--- config.mk ---
export PLATFORM = sky130hd
export DESIGN_NAME = bpm_pwm_top
export DESIGN_NICKNAME = d
export VERILOG_FILES = /design/src/include/bpm_pkg.sv /design/src/include/bpm_db_if.sv /design/src/hw/bpm_pwm_top.sv /design/src/hw/bpm_dead_band.sv
export SDC_FILE = /design/constraint.sdc
export NUM_CORES = 1
export LEC_CHECK = 0
export ABC_CLOCK_PERIOD_IN_PS = 1800
export BUFFER_PORTS_ARGS = -buffer_cell sky130_fd_sc_hd__buf_2
export CAP_MARGIN = 20
export CELL_PAD_IN_SITES_DETAIL_PLACEMENT = 1
export CELL_PAD_IN_SITES_GLOBAL_PLACEMENT = 1
export CORE_ASPECT_RATIO = 1.25
export CORE_MARGIN = 2
export CORE_UTILIZATION = 30
export CTS_CLUSTER_SIZE = 25
export DETAILED_ROUTE_END_ITERATION = 8
export GPL_ROUTABILITY_DRIVEN = 0
export PLACE_DENSITY = 0.57
export SYNTH_ARGS = -nofsm -noshare
export SYNTH_HDL_FRONTEND = slang
export SYNTH_SLANG_ARGS = --single-unit
--- constraint.sdc ---
create_clock -name core_clk -period 1.8 [get_ports core_clk]
set_input_delay 0.09 -clock core_clk [delete_from_list [all_inputs] [get_ports core_clk]]
set_output_delay 0.09 -clock core_clk [all_outputs]
set_load 0.01 [all_outputs]
--- src/include/bpm_pkg.sv ---
// package: register map, mode codes, field layout and masks for the bridge/three-phase pwm block
package bpm_pkg;

  // ----------------------------------------------------------------
  // register byte offsets
  // ----------------------------------------------------------------
  localparam logic [4:0] ADDR_CTRL   = 5'h00;
  localparam logic [4:0] ADDR_STEER0 = 5'h04;
  localparam logic [4:0] ADDR_STEER1 = 5'h08;
  localparam logic [4:0] ADDR_FFA    = 5'h0c;
  localparam logic [4:0] ADDR_DBR    = 5'h10;
  localparam logic [4:0] ADDR_DBF    = 5'h14;
  localparam logic [4:0] ADDR_STATUS = 5'h18;

  // ----------------------------------------------------------------
  // field positions
  // ----------------------------------------------------------------
  localparam int CTRL_MODE_LSB   = 0;
  localparam int CTRL_MODE_W     = 3;
  localparam int CTRL_DBR_EN     = 3;
  localparam int CTRL_DBF_EN     = 4;
  localparam int STEER1_HS_EN    = 0;
  localparam int STEER1_LS_EN    = 1;
  localparam int STEER_W         = 6;
  localparam int FFA_W           = 4;
  localparam int DB_W            = 8;
  localparam int STAT_OUT_LSB    = 0;
  localparam int STAT_ACC_LSB    = 6;
  localparam int STAT_EXT_BIT    = 10;
  localparam int STAT_BUSY_BIT   = 11;

  // ----------------------------------------------------------------
  // operating modes
  // ----------------------------------------------------------------
  localparam logic [2:0] MODE_OFF = 3'h0;
  localparam logic [2:0] MODE_FWD = 3'h1;
  localparam logic [2:0] MODE_REV = 3'h2;
  localparam logic [2:0] MODE_VF  = 3'h3;
  localparam logic [2:0] MODE_VFC = 3'h4;
  localparam logic [2:0] MODE_TRI = 3'h5;

  // ----------------------------------------------------------------
  // output bit order {f,e,d,c,b,a}; high side a,c,e, low side b,d,f
  // ----------------------------------------------------------------
  localparam logic [5:0] HS_MASK  = 6'h15;
  localparam logic [5:0] LS_MASK  = 6'h2a;
  localparam logic [5:0] OUT_NONE = 6'h00;
  localparam logic [5:0] OUT_A    = 6'h01;
  localparam logic [5:0] OUT_B    = 6'h02;
  localparam logic [5:0] OUT_C    = 6'h04;
  localparam logic [5:0] OUT_D    = 6'h08;
  localparam logic [5:0] OUT_E    = 6'h10;
  localparam logic [5:0] OUT_F    = 6'h20;

  // dead-band channel indices
  localparam int DB_RISE = 0;
  localparam int DB_FALL = 1;

endpackage

--- src/include/bpm_db_if.sv ---
// interface: start, length and completion signals between waveform logic and dead-band counters
interface bpm_db_if;
  logic [1:0]       start;
  logic [7:0]       len_rise;
  logic [7:0]       len_fall;
  logic [1:0]       done;
  logic             busy;

  modport ctrl (output start, output len_rise, output len_fall, input done, input busy);
  modport unit (input start, input len_rise, input len_fall, output done, output busy);
endinterface

--- src/hw/bpm_pwm_top.sv ---
// module: bridge, variable-frequency and three-phase output waveform logic with avalon-mm registers
//
// Overview of operation
// - forward bridge: d on, b/c off, a pwm
// - reverse bridge: c on, a/d off, b pwm
// - direction change runs falling or rising dead band
// - control mode field picks bridge direction
// - variable frequency: a toggles per period event
// - period event adds fraction setting to accumulator
// - turn-on: b off, rising dead band, a on
// - turn-off: a off, falling dead band, b on
// - rising a transition starts rising dead band
// - falling a transition starts falling dead band
// - dead-band counters advance every clock
// - three-phase: one high, one low, no dead band
// - a/c/e high side, b/d/f low side
// - steering code selects the active output pair
// - unlisted codes use lowest set steering bit
// - high-side enable modulates selected high output
// - low-side enable modulates selected low output
// - both enables clear: pair held at active
// - rising event activates, falling event deactivates
//
// Added by the designer: the Avalon-MM register port and the register addresses.
module bpm_pwm_top (
  input  wire logic        core_clk,
  input  wire logic        sys_rst,
  input  wire logic [4:0]  avs_address,
  input  wire logic        avs_read,
  input  wire logic        avs_write,
  input  wire logic [3:0]  avs_byteenable,
  input  wire logic [31:0] avs_writedata,
  output logic      [31:0] avs_readdata,
  output logic             avs_waitrequest,
  input  wire logic        period_event,
  input  wire logic        rise_event,
  input  wire logic        fall_event,
  output logic             period_extend,
  output logic             drive_out_a,
  output logic             drive_out_b,
  output logic             drive_out_c,
  output logic             drive_out_d,
  output logic             drive_out_e,
  output logic             drive_out_f
);

  // ----------------------------------------------------------------
  // state
  // ----------------------------------------------------------------
  typedef enum logic [2:0] {
    PH_IDLE = 3'b001,
    PH_RISE = 3'b010,
    PH_FALL = 3'b100
  } bpm_phase_type;

  typedef struct packed {
    logic          waitreq;
    logic [31:0]   rdata;
    logic [2:0]    mode;
    logic          dbr_en;
    logic          dbf_en;
    logic [5:0]    steer;
    logic          hs_en;
    logic          ls_en;
    logic [3:0]    ffa;
    logic [7:0]    dbr;
    logic [7:0]    dbf;
    logic [5:0]    outs;
    logic          level;
    logic          prim;
    logic [3:0]    acc;
    logic          extend;
    logic          last_rev;
    logic [1:0]    db_start;
    bpm_phase_type phase;
  } bpm_state_type;

  bpm_state_type s;
  bpm_state_type next_s;

  bpm_db_if db ();

  bpm_dead_band u_dead_band (
    .core_clk (core_clk),
    .sys_rst  (sys_rst),
    .db       (db)
  );

  assign db.start    = s.db_start;
  assign db.len_rise = s.dbr;
  assign db.len_fall = s.dbf;

  assign avs_readdata    = s.rdata;
  assign avs_waitrequest = s.waitreq;
  assign period_extend   = s.extend;
  assign drive_out_a     = s.outs[0];
  assign drive_out_b     = s.outs[1];
  assign drive_out_c     = s.outs[2];
  assign drive_out_d     = s.outs[3];
  assign drive_out_e     = s.outs[4];
  assign drive_out_f     = s.outs[5];

  // ----------------------------------------------------------------
  // helpers
  // ----------------------------------------------------------------
  function automatic logic hit(input logic [4:0] addr, input logic [4:0] offs);
    hit = (addr == offs);
  endfunction

  // steering decode: lowest set bit wins, so every nonzero code maps to one pair
  function automatic logic [5:0] steer_pair(input logic [5:0] code);
    logic [5:0] pair;
    pair = bpm_pkg::OUT_NONE;
    if (code[0]) begin
      pair = bpm_pkg::OUT_A | bpm_pkg::OUT_D;
    end else if (code[1]) begin
      pair = bpm_pkg::OUT_A | bpm_pkg::OUT_F;
    end else if (code[2]) begin
      pair = bpm_pkg::OUT_C | bpm_pkg::OUT_F;
    end else if (code[3]) begin
      pair = bpm_pkg::OUT_C | bpm_pkg::OUT_B;
    end else if (code[4]) begin
      pair = bpm_pkg::OUT_E | bpm_pkg::OUT_B;
    end else if (code[5]) begin
      pair = bpm_pkg::OUT_E | bpm_pkg::OUT_D;
    end
    return pair;
  endfunction

  // ----------------------------------------------------------------
  // next state
  // ----------------------------------------------------------------
  logic       req;
  logic       wr_ok;
  logic [4:0] sum;
  logic       is_rev;
  logic [5:0] sel;
  logic [5:0] mod;

  always_comb begin
    next_s          = s;
    next_s.db_start = '0;
    req             = avs_read || avs_write;
    wr_ok           = avs_write && !s.waitreq && avs_byteenable[0];
    sum             = {1'b0, s.acc} + {1'b0, s.ffa};
    is_rev          = (s.mode == bpm_pkg::MODE_REV);
    sel             = steer_pair(s.steer);
    mod             = (s.hs_en ? bpm_pkg::HS_MASK : bpm_pkg::OUT_NONE)
                    | (s.ls_en ? bpm_pkg::LS_MASK : bpm_pkg::OUT_NONE);

    // bus: one wait cycle, answer on the second edge of the request
    next_s.waitreq = !(req && s.waitreq);
    if (req && s.waitreq) begin
      next_s.rdata = '0;
      if (avs_read) begin
        if (hit(avs_address, bpm_pkg::ADDR_CTRL)) begin
          next_s.rdata[bpm_pkg::CTRL_MODE_LSB +: bpm_pkg::CTRL_MODE_W] = s.mode;
          next_s.rdata[bpm_pkg::CTRL_DBR_EN] = s.dbr_en;
          next_s.rdata[bpm_pkg::CTRL_DBF_EN] = s.dbf_en;
        end else if (hit(avs_address, bpm_pkg::ADDR_STEER0)) begin
          next_s.rdata[bpm_pkg::STEER_W-1:0] = s.steer;
        end else if (hit(avs_address, bpm_pkg::ADDR_STEER1)) begin
          next_s.rdata[bpm_pkg::STEER1_HS_EN] = s.hs_en;
          next_s.rdata[bpm_pkg::STEER1_LS_EN] = s.ls_en;
        end else if (hit(avs_address, bpm_pkg::ADDR_FFA)) begin
          next_s.rdata[bpm_pkg::FFA_W-1:0] = s.ffa;
        end else if (hit(avs_address, bpm_pkg::ADDR_DBR)) begin
          next_s.rdata[bpm_pkg::DB_W-1:0] = s.dbr;
        end else if (hit(avs_address, bpm_pkg::ADDR_DBF)) begin
          next_s.rdata[bpm_pkg::DB_W-1:0] = s.dbf;
        end else if (hit(avs_address, bpm_pkg::ADDR_STATUS)) begin
          next_s.rdata[bpm_pkg::STAT_OUT_LSB +: 6] = s.outs;
          next_s.rdata[bpm_pkg::STAT_ACC_LSB +: bpm_pkg::FFA_W] = s.acc;
          next_s.rdata[bpm_pkg::STAT_EXT_BIT] = s.extend;
          next_s.rdata[bpm_pkg::STAT_BUSY_BIT] = db.busy;
        end
      end
    end
    if (wr_ok) begin
      if (hit(avs_address, bpm_pkg::ADDR_CTRL)) begin
        next_s.mode   = avs_writedata[bpm_pkg::CTRL_MODE_LSB +: bpm_pkg::CTRL_MODE_W];
        next_s.dbr_en = avs_writedata[bpm_pkg::CTRL_DBR_EN];
        next_s.dbf_en = avs_writedata[bpm_pkg::CTRL_DBF_EN];
      end else if (hit(avs_address, bpm_pkg::ADDR_STEER0)) begin
        next_s.steer = avs_writedata[bpm_pkg::STEER_W-1:0];
      end else if (hit(avs_address, bpm_pkg::ADDR_STEER1)) begin
        next_s.hs_en = avs_writedata[bpm_pkg::STEER1_HS_EN];
        next_s.ls_en = avs_writedata[bpm_pkg::STEER1_LS_EN];
      end else if (hit(avs_address, bpm_pkg::ADDR_FFA)) begin
        next_s.ffa = avs_writedata[bpm_pkg::FFA_W-1:0];
      end else if (hit(avs_address, bpm_pkg::ADDR_DBR)) begin
        next_s.dbr = avs_writedata[bpm_pkg::DB_W-1:0];
      end else if (hit(avs_address, bpm_pkg::ADDR_DBF)) begin
        next_s.dbf = avs_writedata[bpm_pkg::DB_W-1:0];
      end
    end

    // shared edge-event level; a falling event in the same cycle wins
    if (rise_event) begin
      next_s.level = 1'b1;
    end
    if (fall_event) begin
      next_s.level = 1'b0;
    end

    unique case (s.mode)
      bpm_pkg::MODE_FWD, bpm_pkg::MODE_REV: begin
        next_s.extend = 1'b0;
        if (is_rev != s.last_rev) begin
          // everything off while the direction switches
          next_s.last_rev = is_rev;
          next_s.outs     = bpm_pkg::OUT_NONE;
          if (is_rev && s.dbf_en) begin
            next_s.db_start[bpm_pkg::DB_FALL] = 1'b1;
            next_s.phase = PH_FALL;
          end else if (!is_rev && s.dbr_en) begin
            next_s.db_start[bpm_pkg::DB_RISE] = 1'b1;
            next_s.phase = PH_RISE;
          end else begin
            next_s.phase = PH_IDLE;
          end
        end else if (s.phase != PH_IDLE && !(|db.done)) begin
          next_s.outs = bpm_pkg::OUT_NONE;
        end else begin
          next_s.phase = PH_IDLE;
          if (is_rev) begin
            next_s.outs = bpm_pkg::OUT_C | (next_s.level ? bpm_pkg::OUT_B : bpm_pkg::OUT_NONE);
          end else begin
            next_s.outs = bpm_pkg::OUT_D | (next_s.level ? bpm_pkg::OUT_A : bpm_pkg::OUT_NONE);
          end
        end
      end
      bpm_pkg::MODE_VF: begin
        next_s.phase = PH_IDLE;
        if (period_event) begin
          next_s.prim   = !s.prim;
          next_s.acc    = sum[3:0];
          next_s.extend = sum[4];
        end
        next_s.outs = next_s.prim ? bpm_pkg::OUT_A : bpm_pkg::OUT_NONE;
      end
      bpm_pkg::MODE_VFC: begin
        if (period_event) begin
          next_s.acc    = sum[3:0];
          next_s.extend = sum[4];
          next_s.prim   = !s.prim;
          if (!s.prim) begin
            if (s.dbr_en) begin
              next_s.outs = bpm_pkg::OUT_NONE;
              next_s.db_start[bpm_pkg::DB_RISE] = 1'b1;
              next_s.phase = PH_RISE;
            end else begin
              next_s.outs  = bpm_pkg::OUT_A;
              next_s.phase = PH_IDLE;
            end
          end else begin
            if (s.dbf_en) begin
              next_s.outs = bpm_pkg::OUT_NONE;
              next_s.db_start[bpm_pkg::DB_FALL] = 1'b1;
              next_s.phase = PH_FALL;
            end else begin
              next_s.outs  = bpm_pkg::OUT_B;
              next_s.phase = PH_IDLE;
            end
          end
        end else if (s.phase == PH_RISE && db.done[bpm_pkg::DB_RISE]) begin
          next_s.outs  = bpm_pkg::OUT_A;
          next_s.phase = PH_IDLE;
        end else if (s.phase == PH_FALL && db.done[bpm_pkg::DB_FALL]) begin
          next_s.outs  = bpm_pkg::OUT_B;
          next_s.phase = PH_IDLE;
        end else if (s.phase == PH_IDLE) begin
          next_s.outs = s.prim ? bpm_pkg::OUT_A : bpm_pkg::OUT_B;
        end
      end
      bpm_pkg::MODE_TRI: begin
        // no dead band here; unmodulated sides sit at their rising-event state
        next_s.phase  = PH_IDLE;
        next_s.extend = 1'b0;
        next_s.outs   = sel & (~mod | {6{next_s.level}});
      end
      default: begin
        next_s.phase  = PH_IDLE;
        next_s.extend = 1'b0;
        next_s.outs   = bpm_pkg::OUT_NONE;
      end
    endcase
  end

  always_ff @(posedge core_clk) begin
    if (sys_rst) begin
      s         <= '0;
      s.waitreq <= 1'b1;
      s.phase   <= PH_IDLE;
    end else begin
      s <= next_s;
    end
  end

endmodule // bpm_pwm_top

--- src/hw/bpm_dead_band.sv ---
// module: rising and falling dead-band counters; a start on either one ends the other
module bpm_dead_band (
  input  wire logic core_clk,
  input  wire logic sys_rst,
  bpm_db_if.unit    db
);

  typedef struct packed {
    logic [1:0][7:0] cnt;
    logic [1:0]      run;
    logic [1:0]      done;
  } bpm_db_state_type;

  bpm_db_state_type s;
  bpm_db_state_type next_s;

  logic [1:0][7:0] len;

  assign len[bpm_pkg::DB_RISE] = db.len_rise;
  assign len[bpm_pkg::DB_FALL] = db.len_fall;
  assign db.done = s.done;
  assign db.busy = |s.run;

  always_comb begin
    next_s      = s;
    next_s.done = '0;
    for (int i = 0; i < 2; i++) begin
      if (db.start[i]) begin
        // a start restarts its own count and ends the other one
        next_s.cnt[i] = '0;
        next_s.run[i] = 1'b1;
        next_s.run[1 - i] = 1'b0;
      end else if (s.run[i] && !db.start[1 - i]) begin
        if (s.cnt[i] == len[i]) begin
          next_s.run[i]  = 1'b0;
          next_s.done[i] = 1'b1;
        end else begin
          next_s.cnt[i] = s.cnt[i] + 8'h01;
        end
      end
    end
  end

  always_ff @(posedge core_clk) begin
    if (sys_rst) begin
      s <= '0;
    end else begin
      s <= next_s;
    end
  end

endmodule // bpm_dead_band

Word level (Yosys, flattened, before mapping)
Index checks and enable logic that the tools add are counted.
{ "totals": {"n_memories": 0, "latch_bits": 0, "reg_bits": 85, "ram_bits": 0, "romBits": 0, "output_inout_bits": 40, "word_cells": 189} }
{ "op_classes": {"div": 0, "shifts": 0, "n_eq_ne": 21, "mul": 0, "addsub": 3, "n_mux": 87, "bitwise_logic": 13, "order_cmp": 0, "reduce_logical": 40} }
{ "op_table": {"columns": ["operator", "n"], "rows": [
  ["two-way mux 12 bit", 10],
  ["two-way mux 6 bit", 13],
  ["two-way mux 8 bit", 9],
  ["two-way mux 5 bit", 5],
  ["two-way mux 3 bit", 8],
  ["two-way mux 4 bit", 6],
  ["one-hot mux 6 bit (4 select lines)", 1],
  ["two-way mux 1 bit", 21],
  ["adder 8 x 1 -> 8 bit, second input constant", 2],
  ["== test 8 bit", 2],
  ["two-way mux 2 bit", 8],
  ["== test 5 bit, second input constant", 3],
  ["AND reduction 2 bit", 6],
  ["== test 5 x 4 -> 1 bit, second input constant", 2],
  ["logical AND 1 bit", 10],
  ["two-way mux 10 bit", 1],
  ["one-hot mux 5 bit (2 select lines)", 1],
  ["OR reduction 2 bit", 5],
  ["== test 3 x 2 -> 1 bit, second input constant", 3],
  ["== test 3 bit, second input constant", 3],
  ["inverter 1 bit", 9],
  ["zero test 1 bit", 7],
  ["two-way mux 7 bit", 1],
  ["AND reduction 7 bit", 1],
  ["23 further kinds", 27]
]} }

Longest topological paths before layout
{ "logic_depth": {"ltp_word": 23, "depth_mapped": 7, "mapped_depth_nobuf": 7} }

Hierarchy
Synthesis repeated with hierarchy kept, for this count alone.
{ "hier_totals": {"hier_cells": 548, "hier_area_um2": 4663.2} }
{ "modules_own_cells": {"columns": ["mod", "instances", "cells_per_inst", "seq_area_each_um2", "area_each_um2"], "rows": [
  ["bpm_pwm_top", 1, 420, 1301.2, 3537.1],
  ["bpm_dead_band", 1, 128, 400.4, 1126.1]
]} }

Worst setup path before layout
OpenSTA, ideal clock, no wires.
{ "synth_path": {"kind": "register to register", "start": "register s[7] (netlist bit)", "end": "register s (netlist bit period_extend)", "path_stages_with_launch": 8, "t_arrival_ns": 1.440, "synth_period_minus_slack_ns": 1.554, "slack_ns": 0.246, "required_ns": 1.685, "path_buffers": 0, "setup_ns": 0.115, "path_cell_list": "dfxtp_1 -> ha_1 -> inv_1 -> fa_1 -> inv_1 -> a21o_1 -> a21oi_1 -> a2111oi_0"} }
{ "synth_between": {"elab_chain_cells": 4} }
{ "synth_rtl": {"columns": ["element", "line_no", "source"], "rows": [
  ["start: declaration", "bpm_pwm_top.sv:78", "bpm_state_type s;"],
  ["start signal: assignment", "bpm_pwm_top.sv:296", "s <= next_s;"],
  ["adder 4 x 4 -> 5 bit *", "bpm_pwm_top.sv:145", "sum = {1'b0, s.acc} + {1'b0, s.ffa};"],
  ["two-way mux 6 bit *", "bpm_pwm_top.sv:235", "if (period_event) begin"],
  ["two-way mux 6 bit", "bpm_pwm_top.sv:206", "unique case (s.mode)"],
  ["one-hot mux 1 bit (2 select lines) *", "bpm_pwm_top.sv:206", null]
]} }
Mark *: on every way between the ends. The rest lies on a longest branch, timed or not. The select of a mux whose other input is x is not followed.
A chain may end at the register's enable or synchronous reset.

Final worst setup path
{ "layout_path": {"start": "register s[35] (netlist bit)", "end": "register s (netlist bit period_extend)"} }
The elaborated chain is that of the path after synthesis.

==> metrics.txt <==
number of buffers on the longest clock path=2; total routed wire length on the met1 layer=5900 µm; number of design-rule violations left by the first detailed-router iteration=153; number of nets in the final layout=636; combinational family with the most area after synthesis=simple AND/OR/NAND/NOR gates; IR Drop Worst-Case VDD=328 µV; normalized max-slew margin=47.3%; Clock Sinks=85; time the final worst path needs with I/O delays and setup=1690 ps; RSZ-0062 raised after global routing=false; final hold viol count=0; type of the worst min-delay path=input port to flop; gate count after technology mapping=546; synthesized area=0.00466 mm²; Detail Route met2 WL=7340 µm; H-tree lvl count=3; post-detailed-route count of antenna-violating nets=0; combinational share of power=5.4%; clock root buffer master=sky130_fd_sc_hd__clkbuf_16; achievable frequency=0.591 GHz; basic-gate share of the synthesized area counting and, or, nand and nor cells=23.2%; MaxCap Viol Count=0; internal power summed over all cells=3.06 mW; Inserted Clock Buffers=9; instance count after placement with tap cells included=776; final setup margin=109 ps; final routed DRC violation total=0; final clock period utilization by the worst path=94.0%; Post-Synth Adder-Cell Area=2.04%; detailed-router iteration count before antenna repair=4; predominant post-synthesis flop cell=sky130_fd_sc_hd__dfxtp_1; chip height=143 µm; max-slew violation total from the final report=0; synthesized-area fraction occupied by xor and xnor cells=5.63%; most frequent cells in the layout=sky130_fd_sc_hd__dfxtp_1 (85), sky130_fd_sc_hd__nor2_1 (74), sky130_fd_sc_hd__nand2_1 (52), sky130_fd_sc_hd__buf_2 (40), sky130_fd_sc_hd__a21oi_1 (36); number of enable-type register cells in the synthesized netlist=0; first-pass GRT wire length=22100 µm; count of hold buffers inserted by post-cts repair=0; transition time at the pin with the least slew margin=782 ps; vias after detailed routing=3945; Setup Skew=9.71 ps; number of standard cells in the layout, taps in and fillers out=794; Antenna Cells=0; leading cell type in the layout, fill and taps excluded=sky130_fd_sc_hd__dfxtp_1; outcome=finished clean; Power Total=4.00 mW; static leakage=2.12 nW; GRT Resource Usage Total=17.7%; largest net degree at the start of global routing=43; CP max FO=3; power density over the cells=753 mW/mm²; area added between synthesis and finish=14.0%; fraction of layout cells with a size suffix above 1=18.3%; number of setup violations in the final report=0; final HPWL from detailed placement=10900 µm; data required time at the worst endpoint=2050 ps; sum of negative setup slack=0 ps; vias in the first global route=4092; Clock Latency Late Sink=350 ps; aggregate global routing overflow=0; fraction of power spent switching nets=23.6%; Boundary Pins=88; Setup crit start kind=flop; CP endpoint kind=flop; DRT Wirelength=13900 µm; die outline area=0.0166 mm²; count of standard-cell rows=50; clock edge transition at the registers on the reported setup and hold paths=60 ps; Syn Area/Cell=8.54 µm²; fraction of synthesized area in multiplexers=7.81%; area of the core=0.0151 mm²; met3 WL=319 µm; crit path DAT=1940 ps; post-synthesis compound-gate area fraction=15.8%; Starting Density=30.9%; startpoint-to-endpoint class of the critical path=flop to flop; via-per-instance ratio=4.97; clock network power share=47.4%; smallest hold slack=6.70 ps; initial antenna violation count=0; FF+latch count, synth=85; NetSw=0.943 mW; number of distinct library cells after synthesis=70; sequential share of the synthesized area=36.5%; number of warning messages in the yosys log=0; pre-CTS WS=93.8 ps; post-synthesis async set-or-reset flop share=0%; die span in x=116 µm; Buffers on Ports=40; top metal layer carrying routed signals=met4; sequential cell fraction of total power=47.2%; CTS tree=yes; routed length per instance=17.5 µm
-- worst max-delay path, stage by stage (launching register included) --
cell and delay, ps:
sky130_fd_sc_hd__dfxtp_1 370, sky130_fd_sc_hd__ha_1 180, sky130_fd_sc_hd__inv_1 60, sky130_fd_sc_hd__fa_1 390
sky130_fd_sc_hd__inv_1 70, sky130_fd_sc_hd__a21o_1 110, sky130_fd_sc_hd__a21oi_1 80, sky130_fd_sc_hd__a2111oi_2 340
-- metrics by stage --
step	instance area, µm²	util, %
2_1_floorplan	4730	-
3_3_place_gp	4990	33.1
3_5_place_dp	4990	33.1
4_1_cts	5290	35.1
5_1_grt	5320	35.3
6_report	5320	35.3
-- layout make-up --
class / instances / area [µm²]
fillers: 1799 / 9760
multi-input cells: 408 / 2630
flip-flops and latches: 85 / 1700
repair buffers: 65 / 388
well taps: 208 / 260
clock buffers: 12 / 246
clock inverters: 4 / 47.5
inverters: 12 / 45.0
-- cell usage after synthesis (all sizes together) (12+ instances only) --
master | n | area, µm²
mux2i | 33 | 330
dfxtp | 85 | 1700
xnor2 | 19 | 166
nor2 | 74 | 278
a21oi | 37 | 196
nand2 | 52 | 195
clkbuf | 14 | 52.6
inv | 12 | 45.0
nand3 | 23 | 120
buf | 46 | 320
-- logic make-up (layout without fill, tap and decap cells) --
family	after synthesis	after routing
AND/OR/NAND/NOR	212	212
AO/OA/AOI/OAI	103	103
flip-flops	85	85
buffers and inverters	72	93
multiplexers	36	36
XOR/XNOR	30	30
adder cells (fa/ha/maj)	7	7
other	1	20
-- power by group through the flow --
stage          sequential (mW)  combinational, mW  clock [mW]
2_1_floorplan             1.93              0.159           0
3_3_place_gp              1.93              0.213           0
3_5_place_dp              1.93              0.215           0
4_1_cts                   1.89              0.216        1.94
5_1_grt                   1.89              0.238        2.00
6_report                  1.89              0.216        1.90
-- sequential cells by signal (all words and copies together) (netlist names) --
| register | flops |
|---|---|
| period_extend | 1 |
| db.start | 2 |
| drive_out_f | 1 |
| db.len_fall | 8 |
| u_dead_band.s | 18 |
| s | 27 |
| drive_out_a | 1 |
| drive_out_b | 1 |
| drive_out_d | 1 |
| drive_out_e | 1 |
| avs_waitrequest | 1 |
| db.len_rise | 8 |
| drive_out_c | 1 |
| u_dead_band.db.done | 2 |
| avs_readdata | 12 |
-- what timing repair did --
| item | CTS | global route |
|---|---|---|
| gates resized for setup | 0 | 3 |
| endpoints found under the setup margin | 0 | 2 |
| buffers inserted | 0 | 2 |
-- final timing paths --
path                                                    from                      endpoint  slack, ps  depth (start not counted)
worst max register to register            s[35]$_SDFFE_PP0P_    period_extend$_SDFFE_PP0P_        110                          7
worst min-delay path                        avs_writedata[7]   db.len_fall[7]$_SDFFE_PP0P_          7                          3
worst min register to register  avs_readdata[4]$_SDFFE_PP0P_  avs_readdata[4]$_SDFFE_PP0P_        470                          2
worst max-delay path                      s[35]$_SDFFE_PP0P_    period_extend$_SDFFE_PP0P_        110                          7
-- metal layers --
metal	GRT usage, %	up-vias
li1	-	1922
met1	20.6	1951
met2	32.0	53
met3	2.02	19
met4	8.24	0
met5	0	-
Note: power is estimated with default switching activity, not from simulation.
